$ cat src/rtl/aqf_pkg.sv
// Purpose: Constants shared by the serial API frame parser and its payload FIFO
// Assumes: Byte stream from UART logic on sys_clk; APB register access
// Notes:   Offsets are byte addresses of 32-bit registers
//
// How it works
// - Start byte, then 16-bit body length
// - Last byte is 0xFF minus body sum
// - Type 0x09 queues command, answered by 0x88
// - Frame identifier zero suppresses the response
// - Response echoes the request frame identifier
// - Staged value applies on 0x08 or apply-changes
// - No parameter bytes means query current value
// - Parameter bytes from seven are staged only in 0x09 frames
// - Staged rate change leaves UART rate alone
// - Type 0x00 legacy transmit, answered by 0x89
// - Eight destination bytes; 0xFFFF means broadcast
// - Options bit0 no ack, bit2 broadcast network
// - Payload from fourteen, bounded by maximum size
// - Escaped mode: 0x7D then byte XOR 0x20
package aqf_pkg;

	// ------------------------------------------------------------
	// Framing
	// ------------------------------------------------------------
	localparam logic [7:0]  START_BYTE   = 8'h7E;
	localparam logic [7:0]  ESC_BYTE     = 8'h7D;
	localparam logic [7:0]  ESC_XOR      = 8'h20;
	localparam logic [7:0]  CKSUM_GOOD   = 8'hFF;
	localparam logic [7:0]  TYPE_IMM     = 8'h08;
	localparam logic [7:0]  TYPE_QUEUE   = 8'h09;
	localparam logic [7:0]  TYPE_LEGACY  = 8'h00;
	localparam logic [7:0]  RESP_CMD     = 8'h88;
	localparam logic [7:0]  RESP_TX      = 8'h89;

	// Body indices (frame offset minus three)
	localparam logic [15:0] IDX_TYPE     = 16'h0000;
	localparam logic [15:0] IDX_FID      = 16'h0001;
	localparam logic [15:0] IDX_CMD_HI   = 16'h0002;
	localparam logic [15:0] IDX_CMD_LO   = 16'h0003;
	localparam logic [15:0] IDX_PARAM    = 16'h0004;
	localparam logic [15:0] IDX_DEST_LO  = 16'h0002;
	localparam logic [15:0] IDX_DEST_HI  = 16'h0009;
	localparam logic [15:0] IDX_OPT      = 16'h000A;
	localparam logic [15:0] IDX_PAYLOAD  = 16'h000B;
	localparam logic [15:0] LEN_QUERY    = 16'h0004;

	localparam logic [63:0] BCAST_ADDR   = 64'h0000_0000_0000_FFFF;
	localparam int          OPT_NO_ACK   = 0;
	localparam int          OPT_BCAST_NW = 2;

	// ------------------------------------------------------------
	// Command codes and settings
	// ------------------------------------------------------------
	localparam logic [15:0] CMD_APPLY    = 16'h4143;
	localparam logic [15:0] CMD_RATE     = 16'h4244;
	localparam logic [15:0] CMD_FRAMING  = 16'h4150;
	localparam logic [15:0] CMD_MAXPAY   = 16'h4E50;
	localparam logic [15:0] CMD_TEMP     = 16'h5450;
	localparam logic [7:0]  FRAMING_ESC  = 8'h02;
	localparam logic [7:0]  RST_RATE     = 8'h03;
	localparam logic [7:0]  RST_FRAMING  = 8'h01;
	localparam logic [15:0] RST_MAXPAY   = 16'h0100;

	localparam logic [7:0]  ST_OK        = 8'h00;
	localparam logic [7:0]  ST_ERROR     = 8'h01;
	localparam logic [7:0]  ST_TOO_LONG  = 8'h74;

	// ------------------------------------------------------------
	// Registers and FIFO
	// ------------------------------------------------------------
	localparam logic [7:0]  OFS_CTRL     = 8'h00;
	localparam logic [7:0]  OFS_STATUS   = 8'h04;
	localparam logic [7:0]  OFS_STAGED   = 8'h08;
	localparam logic [7:0]  OFS_DEST_LO  = 8'h0C;
	localparam logic [7:0]  OFS_DEST_HI  = 8'h10;
	localparam logic [7:0]  OFS_TXOPT    = 8'h14;
	localparam logic [7:0]  OFS_COUNT    = 8'h18;
	localparam logic [7:0]  OFS_MAXPAY   = 8'h1C;
	localparam logic        RST_ENABLE   = 1'b1;
	localparam int          FIFO_DEPTH   = 16;
	localparam int          FIFO_WIDTH   = 10;

	typedef enum logic [2:0] {
		PS_IDLE,
		PS_LEN_HI,
		PS_LEN_LO,
		PS_BODY,
		PS_CHK
	} aqf_state_t;

endpackage

$ cat src/rtl/aqf_framer.sv
// Purpose: Parses queued-command and legacy-transmit API frames
// Assumes: rx byte stream and answer consumers run on sys_clk
// Notes:   Payload leaves through a FIFO; a tail entry marks the verdict
`timescale 1ns/1ns
module aqf_framer
	import aqf_pkg::*;
#(
	parameter int DEPTH = FIFO_DEPTH
) (
	// Clock and reset
	input  wire logic                  sys_clk,
	input  wire logic                  nrst,
	// APB slave
	input  wire logic                  psel,
	input  wire logic                  penable,
	input  wire logic                  pwrite,
	input  wire logic [7:0]            paddr,
	input  wire logic [31:0]           pwdata,
	output logic [31:0]                prdata,
	output logic                       pready,
	output logic                       pslverr,
	// Received bytes from UART
	input  wire logic [7:0]            rx_data,
	input  wire logic                  rx_valid,
	output logic                       rx_ready,
	// Module temperature sample
	input  wire logic [7:0]            temp_value,
	// Answer to host
	output logic                       resp_valid,
	input  wire logic                  resp_ready,
	output logic [7:0]                 resp_type,
	output logic [7:0]                 resp_frame_id,
	output logic [15:0]                resp_cmd,
	output logic [7:0]                 resp_status,
	output logic [15:0]                resp_value,
	// Active settings
	output logic [7:0]                 serial_rate,
	output logic                       api_escaped,
	// Legacy transmit request
	output logic [63:0]                tx_dest,
	output logic [7:0]                 tx_options,
	output logic                       tx_bcast,
	output logic                       tx_start,
	// Payload stream
	output logic                       pay_valid,
	input  wire logic                  pay_ready,
	output logic [7:0]                 pay_data,
	output logic                       pay_end,
	output logic                       pay_good
);
	// ------------------------------------------------------------
	// Reset release
	// ------------------------------------------------------------
	logic rst_meta;
	logic rst_n;

	always_ff @(posedge sys_clk or negedge nrst) begin
		if (!nrst) begin
			rst_meta <= 1'b0;
			rst_n    <= 1'b0;
		end else begin
			rst_meta <= 1'b1;
			rst_n    <= rst_meta;
		end
	end

	// ------------------------------------------------------------
	// Declarations
	// ------------------------------------------------------------
	aqf_state_t                  st;
	logic [15:0]                 len;
	logic [15:0]                 idx;
	logic [7:0]                  sum;
	logic                        esc_pend;
	logic [7:0]                  ftype;
	logic [7:0]                  fid;
	logic [15:0]                 cmd;
	logic [7:0]                  param;
	logic [63:0]                 dest;
	logic [7:0]                  opts;
	logic [15:0]                 pay_cnt;
	logic                        pay_over;
	logic [7:0]                  rate_staged;
	logic                        rate_pend;
	logic [7:0]                  framing;
	logic [7:0]                  framing_staged;
	logic                        framing_pend;
	logic [15:0]                 max_payload;
	logic                        parse_en;
	logic [7:0]                  good_cnt;
	logic [7:0]                  bad_cnt;
	logic                        byte_take;
	logic                        raw_start;
	logic                        esc_mark;
	logic                        dvalid;
	logic [7:0]                  dbyte;
	logic                        done;
	logic                        good;
	logic                        cmd_frame;
	logic                        is_query;
	logic                        apply_now;
	logic                        act_cmd;
	logic                        pay_push;
	logic                        tail_push;
	logic [FIFO_WIDTH-1:0]       fifo_in;
	logic [FIFO_WIDTH-1:0]       fifo_out;
	logic                        fifo_in_ready;
	logic [$clog2(DEPTH):0]      fifo_level;
	logic                        apb_wr;
	logic                        apb_rd;
	logic [31:0]                 rd_mux;
	logic                        rd_hit;

	function automatic logic known_cmd(input logic [15:0] c);
		known_cmd = (c == CMD_APPLY) || (c == CMD_RATE) || (c == CMD_FRAMING) ||
			(c == CMD_MAXPAY) || (c == CMD_TEMP);
	endfunction

	function automatic logic settable_cmd(input logic [15:0] c);
		settable_cmd = (c == CMD_RATE) || (c == CMD_FRAMING) || (c == CMD_APPLY);
	endfunction

	// ------------------------------------------------------------
	// Byte intake and unescaping
	// ------------------------------------------------------------
	// Flop output; the stall after a checksum byte covers the lag
	always_ff @(posedge sys_clk or negedge rst_n) begin
		if (!rst_n) begin
			api_escaped <= 1'b0;
		end else begin
			api_escaped <= (framing == FRAMING_ESC);
		end
	end
	assign byte_take   = rx_valid && rx_ready;
	// Escaped data never holds a raw start byte, so it always resyncs
	assign raw_start   = byte_take && (rx_data == START_BYTE) && !esc_pend &&
		(api_escaped || st == PS_IDLE);
	assign esc_mark    = byte_take && api_escaped && (rx_data == ESC_BYTE) && !esc_pend;
	assign dvalid      = byte_take && !raw_start && !esc_mark;
	assign dbyte       = esc_pend ? (rx_data ^ ESC_XOR) : rx_data;
	assign done        = dvalid && (st == PS_CHK);
	assign good        = (8'(sum + dbyte) == CKSUM_GOOD);

	always_ff @(posedge sys_clk or negedge rst_n) begin
		if (!rst_n) begin
			esc_pend <= 1'b0;
		end else if (raw_start || dvalid) begin
			esc_pend <= 1'b0;
		end else if (esc_mark) begin
			esc_pend <= 1'b1;
		end
	end

	// ------------------------------------------------------------
	// Frame sequencer
	// ------------------------------------------------------------
	always_ff @(posedge sys_clk or negedge rst_n) begin
		if (!rst_n) begin
			st  <= PS_IDLE;
			len <= '0;
			idx <= '0;
			sum <= '0;
		end else if (raw_start) begin
			st  <= PS_LEN_HI;
			idx <= '0;
			sum <= '0;
		end else if (dvalid) begin
			case (st)
				PS_IDLE: begin
					st <= PS_IDLE;
				end
				PS_LEN_HI: begin
					len[15:8] <= dbyte;
					st        <= PS_LEN_LO;
				end
				PS_LEN_LO: begin
					len[7:0] <= dbyte;
					st       <= ({len[15:8], dbyte} == 16'h0000) ? PS_CHK : PS_BODY;
				end
				PS_BODY: begin
					sum <= sum + dbyte;
					idx <= idx + 16'h0001;
					if (idx + 16'h0001 == len) begin
						st <= PS_CHK;
					end
				end
				PS_CHK: begin
					st <= PS_IDLE;
				end
				default: begin
					st <= PS_IDLE;
				end
			endcase
		end
	end

	// ------------------------------------------------------------
	// Field capture
	// ------------------------------------------------------------
	always_ff @(posedge sys_clk or negedge rst_n) begin
		if (!rst_n) begin
			ftype <= '0;
			fid   <= '0;
			cmd   <= '0;
			param <= '0;
			dest  <= '0;
			opts  <= '0;
		end else if (raw_start) begin
			fid <= '0;
		end else if (dvalid && st == PS_BODY) begin
			if (idx == IDX_TYPE) begin
				ftype <= dbyte;
			end
			if (idx == IDX_FID) begin
				fid <= dbyte;
			end
			if (idx == IDX_CMD_HI) begin
				cmd[15:8] <= dbyte;
			end
			if (idx == IDX_CMD_LO) begin
				cmd[7:0] <= dbyte;
			end
			if (idx >= IDX_PARAM) begin
				param <= dbyte;
			end
			if (idx >= IDX_DEST_LO && idx <= IDX_DEST_HI) begin
				dest <= {dest[55:0], dbyte};
			end
			if (idx == IDX_OPT) begin
				opts <= dbyte;
			end
		end
	end

	// ------------------------------------------------------------
	// Payload into FIFO
	// ------------------------------------------------------------
	// Bytes go out before the checksum is known; the tail entry
	// carries the verdict so the consumer can drop a bad frame.
	assign pay_push  = dvalid && (st == PS_BODY) && (ftype == TYPE_LEGACY) &&
		(idx >= IDX_PAYLOAD) && (pay_cnt < max_payload);
	assign tail_push = ((done && len > IDX_PAYLOAD) ||
		(raw_start && st == PS_BODY && idx > IDX_PAYLOAD)) && (ftype == TYPE_LEGACY);
	assign fifo_in   = tail_push ? {1'b1, done && good && !pay_over, 8'h00} : {2'b00, dbyte};

	always_ff @(posedge sys_clk or negedge rst_n) begin
		if (!rst_n) begin
			pay_cnt  <= '0;
			pay_over <= 1'b0;
		end else if (raw_start) begin
			pay_cnt  <= '0;
			pay_over <= 1'b0;
		end else if (dvalid && st == PS_BODY && idx >= IDX_PAYLOAD) begin
			if (pay_cnt < max_payload) begin
				pay_cnt <= pay_cnt + 16'h0001;
			end else begin
				pay_over <= 1'b1;
			end
		end
	end

	aqf_fifo #(
		.WIDTH (FIFO_WIDTH),
		.DEPTH (DEPTH)
	) u_fifo (
		.clk       (sys_clk),
		.rst_n     (rst_n),
		.in_valid  (pay_push || tail_push),
		.in_ready  (fifo_in_ready),
		.in_data   (fifo_in),
		.out_valid (pay_valid),
		.out_ready (pay_ready),
		.out_data  (fifo_out),
		.level     (fifo_level)
	);

	assign pay_data = fifo_out[7:0];
	assign pay_good = fifo_out[8];
	assign pay_end  = fifo_out[9];

	// Ready is registered, so keep two free slots to cover the lag
	always_ff @(posedge sys_clk or negedge rst_n) begin
		if (!rst_n) begin
			rx_ready <= 1'b0;
		end else begin
			rx_ready <= parse_en && fifo_in_ready && (fifo_level <= ($clog2(DEPTH)+1)'(DEPTH - 2)) &&
				!resp_valid && !(byte_take && st == PS_CHK);
		end
	end

	// ------------------------------------------------------------
	// Settings: active and staged
	// ------------------------------------------------------------
	assign cmd_frame = (ftype == TYPE_IMM || ftype == TYPE_QUEUE) && (len >= LEN_QUERY);
	assign is_query  = (len == LEN_QUERY);
	assign act_cmd   = done && good && cmd_frame && known_cmd(cmd);
	assign apply_now = (ftype == TYPE_IMM) || (cmd == CMD_APPLY);

	always_ff @(posedge sys_clk or negedge rst_n) begin
		if (!rst_n) begin
			serial_rate    <= RST_RATE;
			rate_staged    <= RST_RATE;
			rate_pend      <= 1'b0;
			framing        <= RST_FRAMING;
			framing_staged <= RST_FRAMING;
			framing_pend   <= 1'b0;
		end else if (act_cmd) begin
			if (apply_now) begin
				if (rate_pend) begin
					serial_rate <= rate_staged;
				end
				if (framing_pend) begin
					framing <= framing_staged;
				end
				rate_pend    <= 1'b0;
				framing_pend <= 1'b0;
			end
			if (!is_query && cmd == CMD_RATE) begin
				if (ftype == TYPE_IMM) begin
					serial_rate <= param;
				end else begin
					rate_staged <= param;
					rate_pend   <= 1'b1;
				end
			end
			if (!is_query && cmd == CMD_FRAMING) begin
				if (ftype == TYPE_IMM) begin
					framing <= param;
				end else begin
					framing_staged <= param;
					framing_pend   <= 1'b1;
				end
			end
		end
	end

	// ------------------------------------------------------------
	// Legacy transmit latch
	// ------------------------------------------------------------
	always_ff @(posedge sys_clk or negedge rst_n) begin
		if (!rst_n) begin
			tx_dest    <= '0;
			tx_options <= '0;
			tx_bcast   <= 1'b0;
			tx_start   <= 1'b0;
		end else begin
			tx_start <= 1'b0;
			if (done && good && ftype == TYPE_LEGACY && len >= IDX_PAYLOAD && !pay_over) begin
				tx_dest    <= dest;
				tx_options <= opts;
				tx_bcast   <= (dest == BCAST_ADDR);
				tx_start   <= 1'b1;
			end
		end
	end

	// ------------------------------------------------------------
	// Answer to host
	// ------------------------------------------------------------
	always_ff @(posedge sys_clk or negedge rst_n) begin
		if (!rst_n) begin
			resp_valid    <= 1'b0;
			resp_type     <= '0;
			resp_frame_id <= '0;
			resp_cmd      <= '0;
			resp_status   <= '0;
			resp_value    <= '0;
		end else if (resp_valid) begin
			if (resp_ready) begin
				resp_valid <= 1'b0;
			end
		end else if (done && good && fid != 8'h00) begin
			if (cmd_frame) begin
				resp_valid    <= 1'b1;
				resp_type     <= RESP_CMD;
				resp_frame_id <= fid;
				resp_cmd      <= cmd;
				resp_status   <= (known_cmd(cmd) && (is_query || settable_cmd(cmd))) ? ST_OK : ST_ERROR;
				if (!is_query || cmd == CMD_APPLY) begin
					resp_value <= 16'h0000;
				end else if (cmd == CMD_RATE) begin
					resp_value <= {8'h00, serial_rate};
				end else if (cmd == CMD_FRAMING) begin
					resp_value <= {8'h00, framing};
				end else if (cmd == CMD_MAXPAY) begin
					resp_value <= max_payload;
				end else begin
					resp_value <= {8'h00, temp_value};
				end
			end else if (ftype == TYPE_LEGACY) begin
				resp_valid    <= 1'b1;
				resp_type     <= RESP_TX;
				resp_frame_id <= fid;
				resp_cmd      <= 16'h0000;
				resp_value    <= 16'h0000;
				resp_status   <= (len < IDX_PAYLOAD) ? ST_ERROR : (pay_over ? ST_TOO_LONG : ST_OK);
			end
		end
	end

	// ------------------------------------------------------------
	// Frame counters
	// ------------------------------------------------------------
	always_ff @(posedge sys_clk or negedge rst_n) begin
		if (!rst_n) begin
			good_cnt <= '0;
			bad_cnt  <= '0;
		end else if (done) begin
			if (good) begin
				good_cnt <= good_cnt + 8'h01;
			end else begin
				bad_cnt <= bad_cnt + 8'h01;
			end
		end
	end

	// ------------------------------------------------------------
	// APB registers
	// ------------------------------------------------------------
	assign apb_wr = psel && penable && pready && pwrite;
	assign apb_rd = psel && !penable && !pwrite;

	always_comb begin
		rd_hit = 1'b1;
		rd_mux = 32'h0000_0000;
		case (paddr)
			OFS_CTRL:    rd_mux = {31'h0000_0000, parse_en};
			OFS_STATUS:  rd_mux = {14'h0000, framing_pend, rate_pend, framing, serial_rate};
			OFS_STAGED:  rd_mux = {16'h0000, framing_staged, rate_staged};
			OFS_DEST_LO: rd_mux = tx_dest[31:0];
			OFS_DEST_HI: rd_mux = tx_dest[63:32];
			OFS_TXOPT:   rd_mux = {23'h00_0000, tx_bcast, tx_options};
			OFS_COUNT:   rd_mux = {16'h0000, bad_cnt, good_cnt};
			OFS_MAXPAY:  rd_mux = {16'h0000, max_payload};
			default:     rd_hit = 1'b0;
		endcase
	end

	always_ff @(posedge sys_clk or negedge rst_n) begin
		if (!rst_n) begin
			pready  <= 1'b0;
			pslverr <= 1'b0;
			prdata  <= '0;
		end else begin
			pready  <= psel && !penable;
			pslverr <= psel && !penable && !rd_hit;
			prdata  <= apb_rd ? rd_mux : 32'h0000_0000;
		end
	end

	always_ff @(posedge sys_clk or negedge rst_n) begin
		if (!rst_n) begin
			parse_en    <= RST_ENABLE;
			max_payload <= RST_MAXPAY;
		end else if (apb_wr) begin
			if (paddr == OFS_CTRL) begin
				parse_en <= pwdata[0];
			end
			if (paddr == OFS_MAXPAY) begin
				max_payload <= pwdata[15:0];
			end
		end
	end

endmodule

$ cat src/rtl/aqf_fifo.sv
// Purpose: Synchronous FIFO with valid/ready on both sides
// Assumes: One clock, reset already synchronised
// Notes:   Level output lets the writer stall ahead of full
`timescale 1ns/1ns
module aqf_fifo #(
	parameter int WIDTH = 10,
	parameter int DEPTH = 16
) (
	// Clock and reset
	input  wire logic                       clk,
	input  wire logic                       rst_n,
	// Write side
	input  wire logic                       in_valid,
	output logic                            in_ready,
	input  wire logic [WIDTH-1:0]           in_data,
	// Read side
	output logic                            out_valid,
	input  wire logic                       out_ready,
	output logic [WIDTH-1:0]                out_data,
	// Fill level
	output logic [$clog2(DEPTH):0]          level
);
	localparam int AW = $clog2(DEPTH);

	logic [WIDTH-1:0] mem [DEPTH];
	logic [AW-1:0]    wr_ptr;
	logic [AW-1:0]    rd_ptr;
	logic             push;
	logic             pop;

	function automatic logic [AW-1:0] bump(input logic [AW-1:0] p);
		bump = (p == AW'(DEPTH - 1)) ? '0 : p + AW'(1);
	endfunction

	assign in_ready  = (level != (AW+1)'(DEPTH));
	assign out_valid = (level != '0);
	assign out_data  = mem[rd_ptr];
	assign push      = in_valid && in_ready;
	assign pop       = out_valid && out_ready;

	always_ff @(posedge clk) begin
		if (push) begin
			mem[wr_ptr] <= in_data;
		end
	end

	always_ff @(posedge clk or negedge rst_n) begin
		if (!rst_n) begin
			wr_ptr <= '0;
			rd_ptr <= '0;
			level  <= '0;
		end else begin
			if (push) begin
				wr_ptr <= bump(wr_ptr);
			end
			if (pop) begin
				rd_ptr <= bump(rd_ptr);
			end
			level <= level + (AW+1)'(push) - (AW+1)'(pop);
		end
	end

endmodule

$ cat config.mk
export PLATFORM = sky130hd
export DESIGN_NAME = aqf_framer
export DESIGN_NICKNAME = d
export VERILOG_FILES = /design/src/rtl/aqf_pkg.sv /design/src/rtl/aqf_framer.sv /design/src/rtl/aqf_fifo.sv
export SDC_FILE = /design/constraint.sdc
export NUM_CORES = 1
export LEC_CHECK = 0
export BUFFER_PORTS_ARGS = -buffer_cell sky130_fd_sc_hd__buf_2
export CORE_MARGIN = 2
export CORE_UTILIZATION = 52
export DETAILED_ROUTE_END_ITERATION = 8
export GPL_TIMING_DRIVEN = 0
export PLACE_DENSITY = 0.72
export SLEW_MARGIN = 15
export SYNTH_ARGS = -nofsm -noshare
export SYNTH_HDL_FRONTEND = slang
export SYNTH_SLANG_ARGS = --single-unit
$ cat constraint.sdc
create_clock -name sys_clk -period 22.3 [get_ports sys_clk]
set_input_delay 1.115 -clock sys_clk [delete_from_list [all_inputs] [get_ports sys_clk]]
set_output_delay 1.115 -clock sys_clk [all_outputs]
set_load 0.02 [all_outputs]
Yosys cells after proc, flatten, opt, wreduce, memory -nomap -nowiden
Memories as Yosys holds them, arrays and structs flattened.
Index checks and enable logic that the tools add are counted.

word-level totals
  memories kept = 1
  bits in registers = 422
  logic and storage cells = 277
  input bits = 64
  bits in writable memories = 160

cells by class
  equality and inequality tests = 34
  add/subtract/negate cells = 9
  muxes and demuxes = 67
  reductions and logical operators = 105
  order comparisons = 11
  bitwise operators = 5

memories
  name        depth  width  rd ports  clocked after memory_dff  wr ports  RTL line        RTL
  u_fifo.mem  16     10     1         0                         1         aqf_fifo.sv:25  logic [WIDTH-1:0] mem [DEPTH];

operator list
  cell                     number
  $pmux W32 S8             1
  $mux W16                 13
  $mux W8                  20
  $eq A16 B15 Y1 const B   5
  $eq A64 B16 Y1 const B   1
  $logic_and A1 B1 Y1      45
  $reduce_and A3 Y1        11
  $add A16 B1 Y16 const B  2
  $eq A16 B2 Y1 const B    2
  $eq A8 B4 Y1 const B     4
  $eq A8 B5 Y1 const B     4
  $ge A16 B3 Y1 const B    2
  $ge A16 B4 Y1 const B    2
  $gt A16 B4 Y1 const B    2
  $logic_not A16 Y1        2
  $mux W32                 1
  $mux W1                  21
  $reduce_and A2 Y1        9
  $add A8 B1 Y8 const B    2
  $eq A16 B1 Y1 const B    1
  $eq A16 B16 Y1           1
  $eq A16 B3 Y1 const B    1
  $eq A16 B4 Y1 const B    1
  $eq A8 B7 Y1 const B     2
  34 further kinds         76

Longest topological paths before layout
  word-level depth = 15
  depth in mapped cells = 16
  depth with buffers taken out = 15

Hierarchy
Synthesis repeated with hierarchy kept, for this count alone.

unflattened totals
  cell total of the unflattened synthesis = 2,066
  area, all modules = 26,096.3 µm²

modules (own cells, without submodules)
  module      cells each  sequential area each (µm²)  area an instance (µm²)  instances
  aqf_framer  1,701       9,944.5                     19,088.3                1
  aqf_fifo    365         5,129.9                     7,008.0                 1

Worst setup path before layout
Ideal clock, no wire load.

  path type = in2reg
  start = input rx_data[0]
  end = memory u_fifo.mem[0][8] (data pin)
  library setup time = 0.378 ns
  stages on the path = 10
  buffers on the path = 1
  data arrival time = 3.945 ns
  data required time = 21.922 ns
  path slack = 17.977 ns
  path through = ha_1 -> fa_1 -> a211oi_1 -> o21bai_1 -> a21oi_1 -> xnor2_1 -> o2111ai_1 -> or3_1 -> clkbuf_1 -> nor4_1

between the ends
  longest elaborated chain between the ends = 12
  elaborated cells on any way between the ends = 23

RTL lines
  what                                                                    RTL line           RTL
  start: declaration                                                      aqf_framer.sv:23   input wire logic [7:0] rx_data,
  parallel branches: the longest is 11 deep, another holds $add A8 B8 Y8  n/a
  $mux W10 (*)                                                            aqf_framer.sv:244  assign fifo_in = tail_push ? {1'b1, done && good && !pay_over, 8'h00} : {2'b00, dbyte};
  via fifo_in[8]                                                          aqf_framer.sv:105  logic [FIFO_WIDTH-1:0] fifo_in;
  end: declaration                                                        aqf_fifo.sv:25

Mark *: on every way through the listed nets, which the timed path passes.

Worst setup path after layout
  start = register u_fifo.rd_ptr[0]
  end = output pay_data[4]

between the ends
  longest elaborated chain between the ends = 1

RTL lines
  what                      RTL line          RTL
  start: declaration        aqf_fifo.sv:27    logic [AW-1:0] rd_ptr;
  start signal: assignment  aqf_fifo.sv:57    rd_ptr <= bump(rd_ptr);
  $mem_v2 Z16 W10           n/a
  end: declaration          aqf_framer.sv:47  output logic [7:0] pay_data,

No other way between the ends.

==> metrics <==
status complete, no violations; Post-synth ARST share 71.93%; EDFF count, synth 160; Tmin final about 4.7 ns; Synth Cell Area 25330 um^2; FF+latch count, synth between 500 and 600; vias in the first global route 17483; Setup crit start kind register; worst min path class in2async; clock slew at reported path FFs around 0.060 ns; worst skew pair latency 0.64 ns; CTS sink cnt 570; adder-cell area share of the yosys netlist 2.332%; DRC Markers 0; r2r worst-path depth 9; synth warn 0; layout cell share with drive strength beyond 1 between 20% and 30%; DRT iter0 DRCs 1747; HPWL Detailed just over 50000 um; # diodes 0; vias 17784; Core ar. 47950 um^2; setup repair bufs after CTS 0; Site Rows 80; Num CTS Buffers 58; I/O pin cnt 250; # port buffers 222; Reg2Reg Setup Slack approximately 18 ns; post-synth cell types 74; setup TNS 0 ns; largest family of logic cells by synthesized area multiplexers; die span in y 224.7 um; largest net degree at the start of global routing 63; P per Cell Area approximately 80 nW/um^2; remaining global-route overflow 0; endpoints failing setup 0; Reg2Reg Capture Point u_fifo.mem[7][1]$_DFFE_PP_; Syn Inst Count 1943; initial antenna violation count 0; post-synthesis simple-gate area fraction 9.505%; DR WL/cell roughly 25 um; Worst setup EP type primary output; Leak ~13 nW; DP Cell Count 2797; critical path class reg2out; root buffer cell clkbuf_16; Final ANT Viol Nets 0; Syn Area/Cell 13.04 um^2; RSZ-0062 raised after global routing false; Max clock buf depth 3; total track usage 28.44%; clk_skew 0.03532 ns; 1st-pass router iterations 6; Final WS setup 17.64 ns; Main synth FF type dfrtp_1; Slew HR 22.21%; RR Startpoint max_payload[1]$_DFFE_PN0P_; Synth Area in XOR/XNOR under 10%; proportion of synthesized area in mux cells between 10% and 20%; Max Fclk ~0.21 GHz; hold slack 0.2778 ns; die width 224.7 um; RD Place Congestion 0.9341; CTS tree built; Pins Over Slew Limit 0; final worst path period share a little over a fifth; first-pass GRT wire length 107600 um; final std cells w/o fill 2907; worst slack, placed 17.39 ns; crit path DAT 3.54 ns; Resized Gates After CTS 0; Crit Path Max Fanout 10; endpoints failing hold 0; Synth Area in Compound Gates 7.553%; Routed WL 71330 um; VDD IR-drop max 0.00005883 V; htree depth 2; initial core utilization between 50% and 60%; Tightest Pin Transition 1.158 ns; # hold bufs at CTS 0; Synth-to-Final Area Change 16.30%; max cap viols 0; via-per-instance ratio 6.118; total die area 50490 um^2; Seq/Total Area, Yosys 59.52%; Req. time, crit path 21.19 ns; # nets final 2352
[metal layers]
metal  GRT usage (%)  routed length (um)  up-vias
met3           6.466                5397      138
li1                -                   -     7784
met4           9.870                2468        0
met2           44.53               33600      699
met5               0                   0        -
met1           39.43               29860     9163
[final cells by class]
cell class	instances	area, um^2
clock buffers	85	1644
clock inverters	25	332.8
flip-flops and latches	570	15080
fillers	3738	18490
inverters	77	289.0
repair buffers	232	1320
multi-input cells	1191	9517
plain buffers	112	505.5
well taps	615	769.5
[registers in the layout (all words and copies together) (netlist names), 16 cells and up]
signal and count:
cmd 16, dest 64, idx 16, len 16
max_payload 16, pay_cnt 16, prdata 32, resp_cmd 16
resp_value 16, tx_dest 64, u_fifo.mem 160
[cells by family after synthesis]
| family | after synthesis |
|---|---|
| flops | 570 |
| xor+xnor | 64 |
| compound gates | 304 |
| mux | 307 |
| simple gates | 461 |
| fa+ha+maj | 46 |
| other cells | 2 |
| buf+inv | 189 |
[synthesized netlist by cell type, drive strengths merged (11+ instances only)]
library cell,n,share of area [%]
xnor2,50,1.7
o21ai,111,2.2
nor4,35,0.91
a21oi,59,1.2
a222oi,11,0.43
nor2,121,1.8
and4,11,0.38
o22ai,21,0.52
xor2,14,0.48
a22oi,15,0.44
mux4,50,4.4
clkbuf,68,1.0
edfxtp,160,19
a21o,13,0.39
nor3,24,0.59
buf,44,0.99
a221oi,15,0.52
mux2i,32,1.3
mux2,225,10
nand4,41,1.0
dfrtp,402,40
o21a,12,0.36
and3,23,0.57
inv,77,1.1
nand2,82,1.2
ha,44,2.2
nand3,69,1.4
[power breakdown]
group,internal (mW),switching (mW)
Combinational,0.125,0.162
Sequential,1.08,0.00876
Clock,0.584,0.419
[worst max-delay path by stage]
stage                                  end                    startpoint  cells past startpoint
5_1_grt                        pay_data[4]  u_fifo.rd_ptr[0]$_DFFE_PN0P_                      5
6_report                       pay_data[4]  u_fifo.rd_ptr[0]$_DFFE_PN0P_                      5
4_1_cts                        pay_data[4]  u_fifo.rd_ptr[0]$_DFFE_PN0P_                      5
3_5_place_dp   u_fifo.mem[15][6]$_DFFE_PP_                    rx_data[1]                      9
3_3_place_gp   max_payload[10]$_DFFE_PN0P_               rst_n$_DFF_PN0_                      0
2_1_floorplan        api_escaped$_DFF_PN0_               rst_n$_DFF_PN0_                      0
[critical path: stages, from the launching register on]
cell,delay [ns]
dfrtp_1,0.36
clkbuf_1,0.45
buf_1,0.77
mux4_2,0.66
mux4_2,0.49
buf_2,0.18
[placed cells by master (no fill, tap or decap), types with 8 or more instances in the layout]
cell type  synthesis  layout
a221oi_1          15      15
dfrtp_1          402     401
o22ai_1           21      21
inv_1             76      76
and3_1            23      23
nor2_1           118     115
ha_1              44      44
or3_1              8       8
mux4_2            50      50
conb_1             2       9
mux2_2           224     224
nand4_1           41      41
o21a_1            12      12
clkbuf_1          68      87
buf_2             26     249
a21oi_1           57      57
nor3_1            18      16
nor4_1            33      32
o21ai_0          109     109
buf_4             12      13
a2bb2oi_1          8       8
a222oi_1          11      11
nor2b_1           10       9
dfstp_2            8       8
and4_1            11      11
a22oi_1           15      15
a21o_1            13      13
xor2_1            14      14
nor3_2             6       8
clkbuf_16          0      59
clkinv_2           0      12
a31oi_1            9       9
edfxtp_1         160     160
nand3_1           69      69
o31ai_1           10       9
mux2i_1           32      32
xnor2_1           50      50
nand2_1           82      82
[stage by stage]
step | area, um^2 | util, % | total power, mW
after detailed placement | 27460 | 57.28 | 1.400
after global placement | 27230 | 56.80 | 1.387
after floorplan | 25350 | - | 1.315
after global routing | 29460 | 61.44 | 2.460
final | 29460 | 61.44 | 2.383
after CTS | 29440 | 61.40 | 2.400
Power figures use the tool's default switching activity.
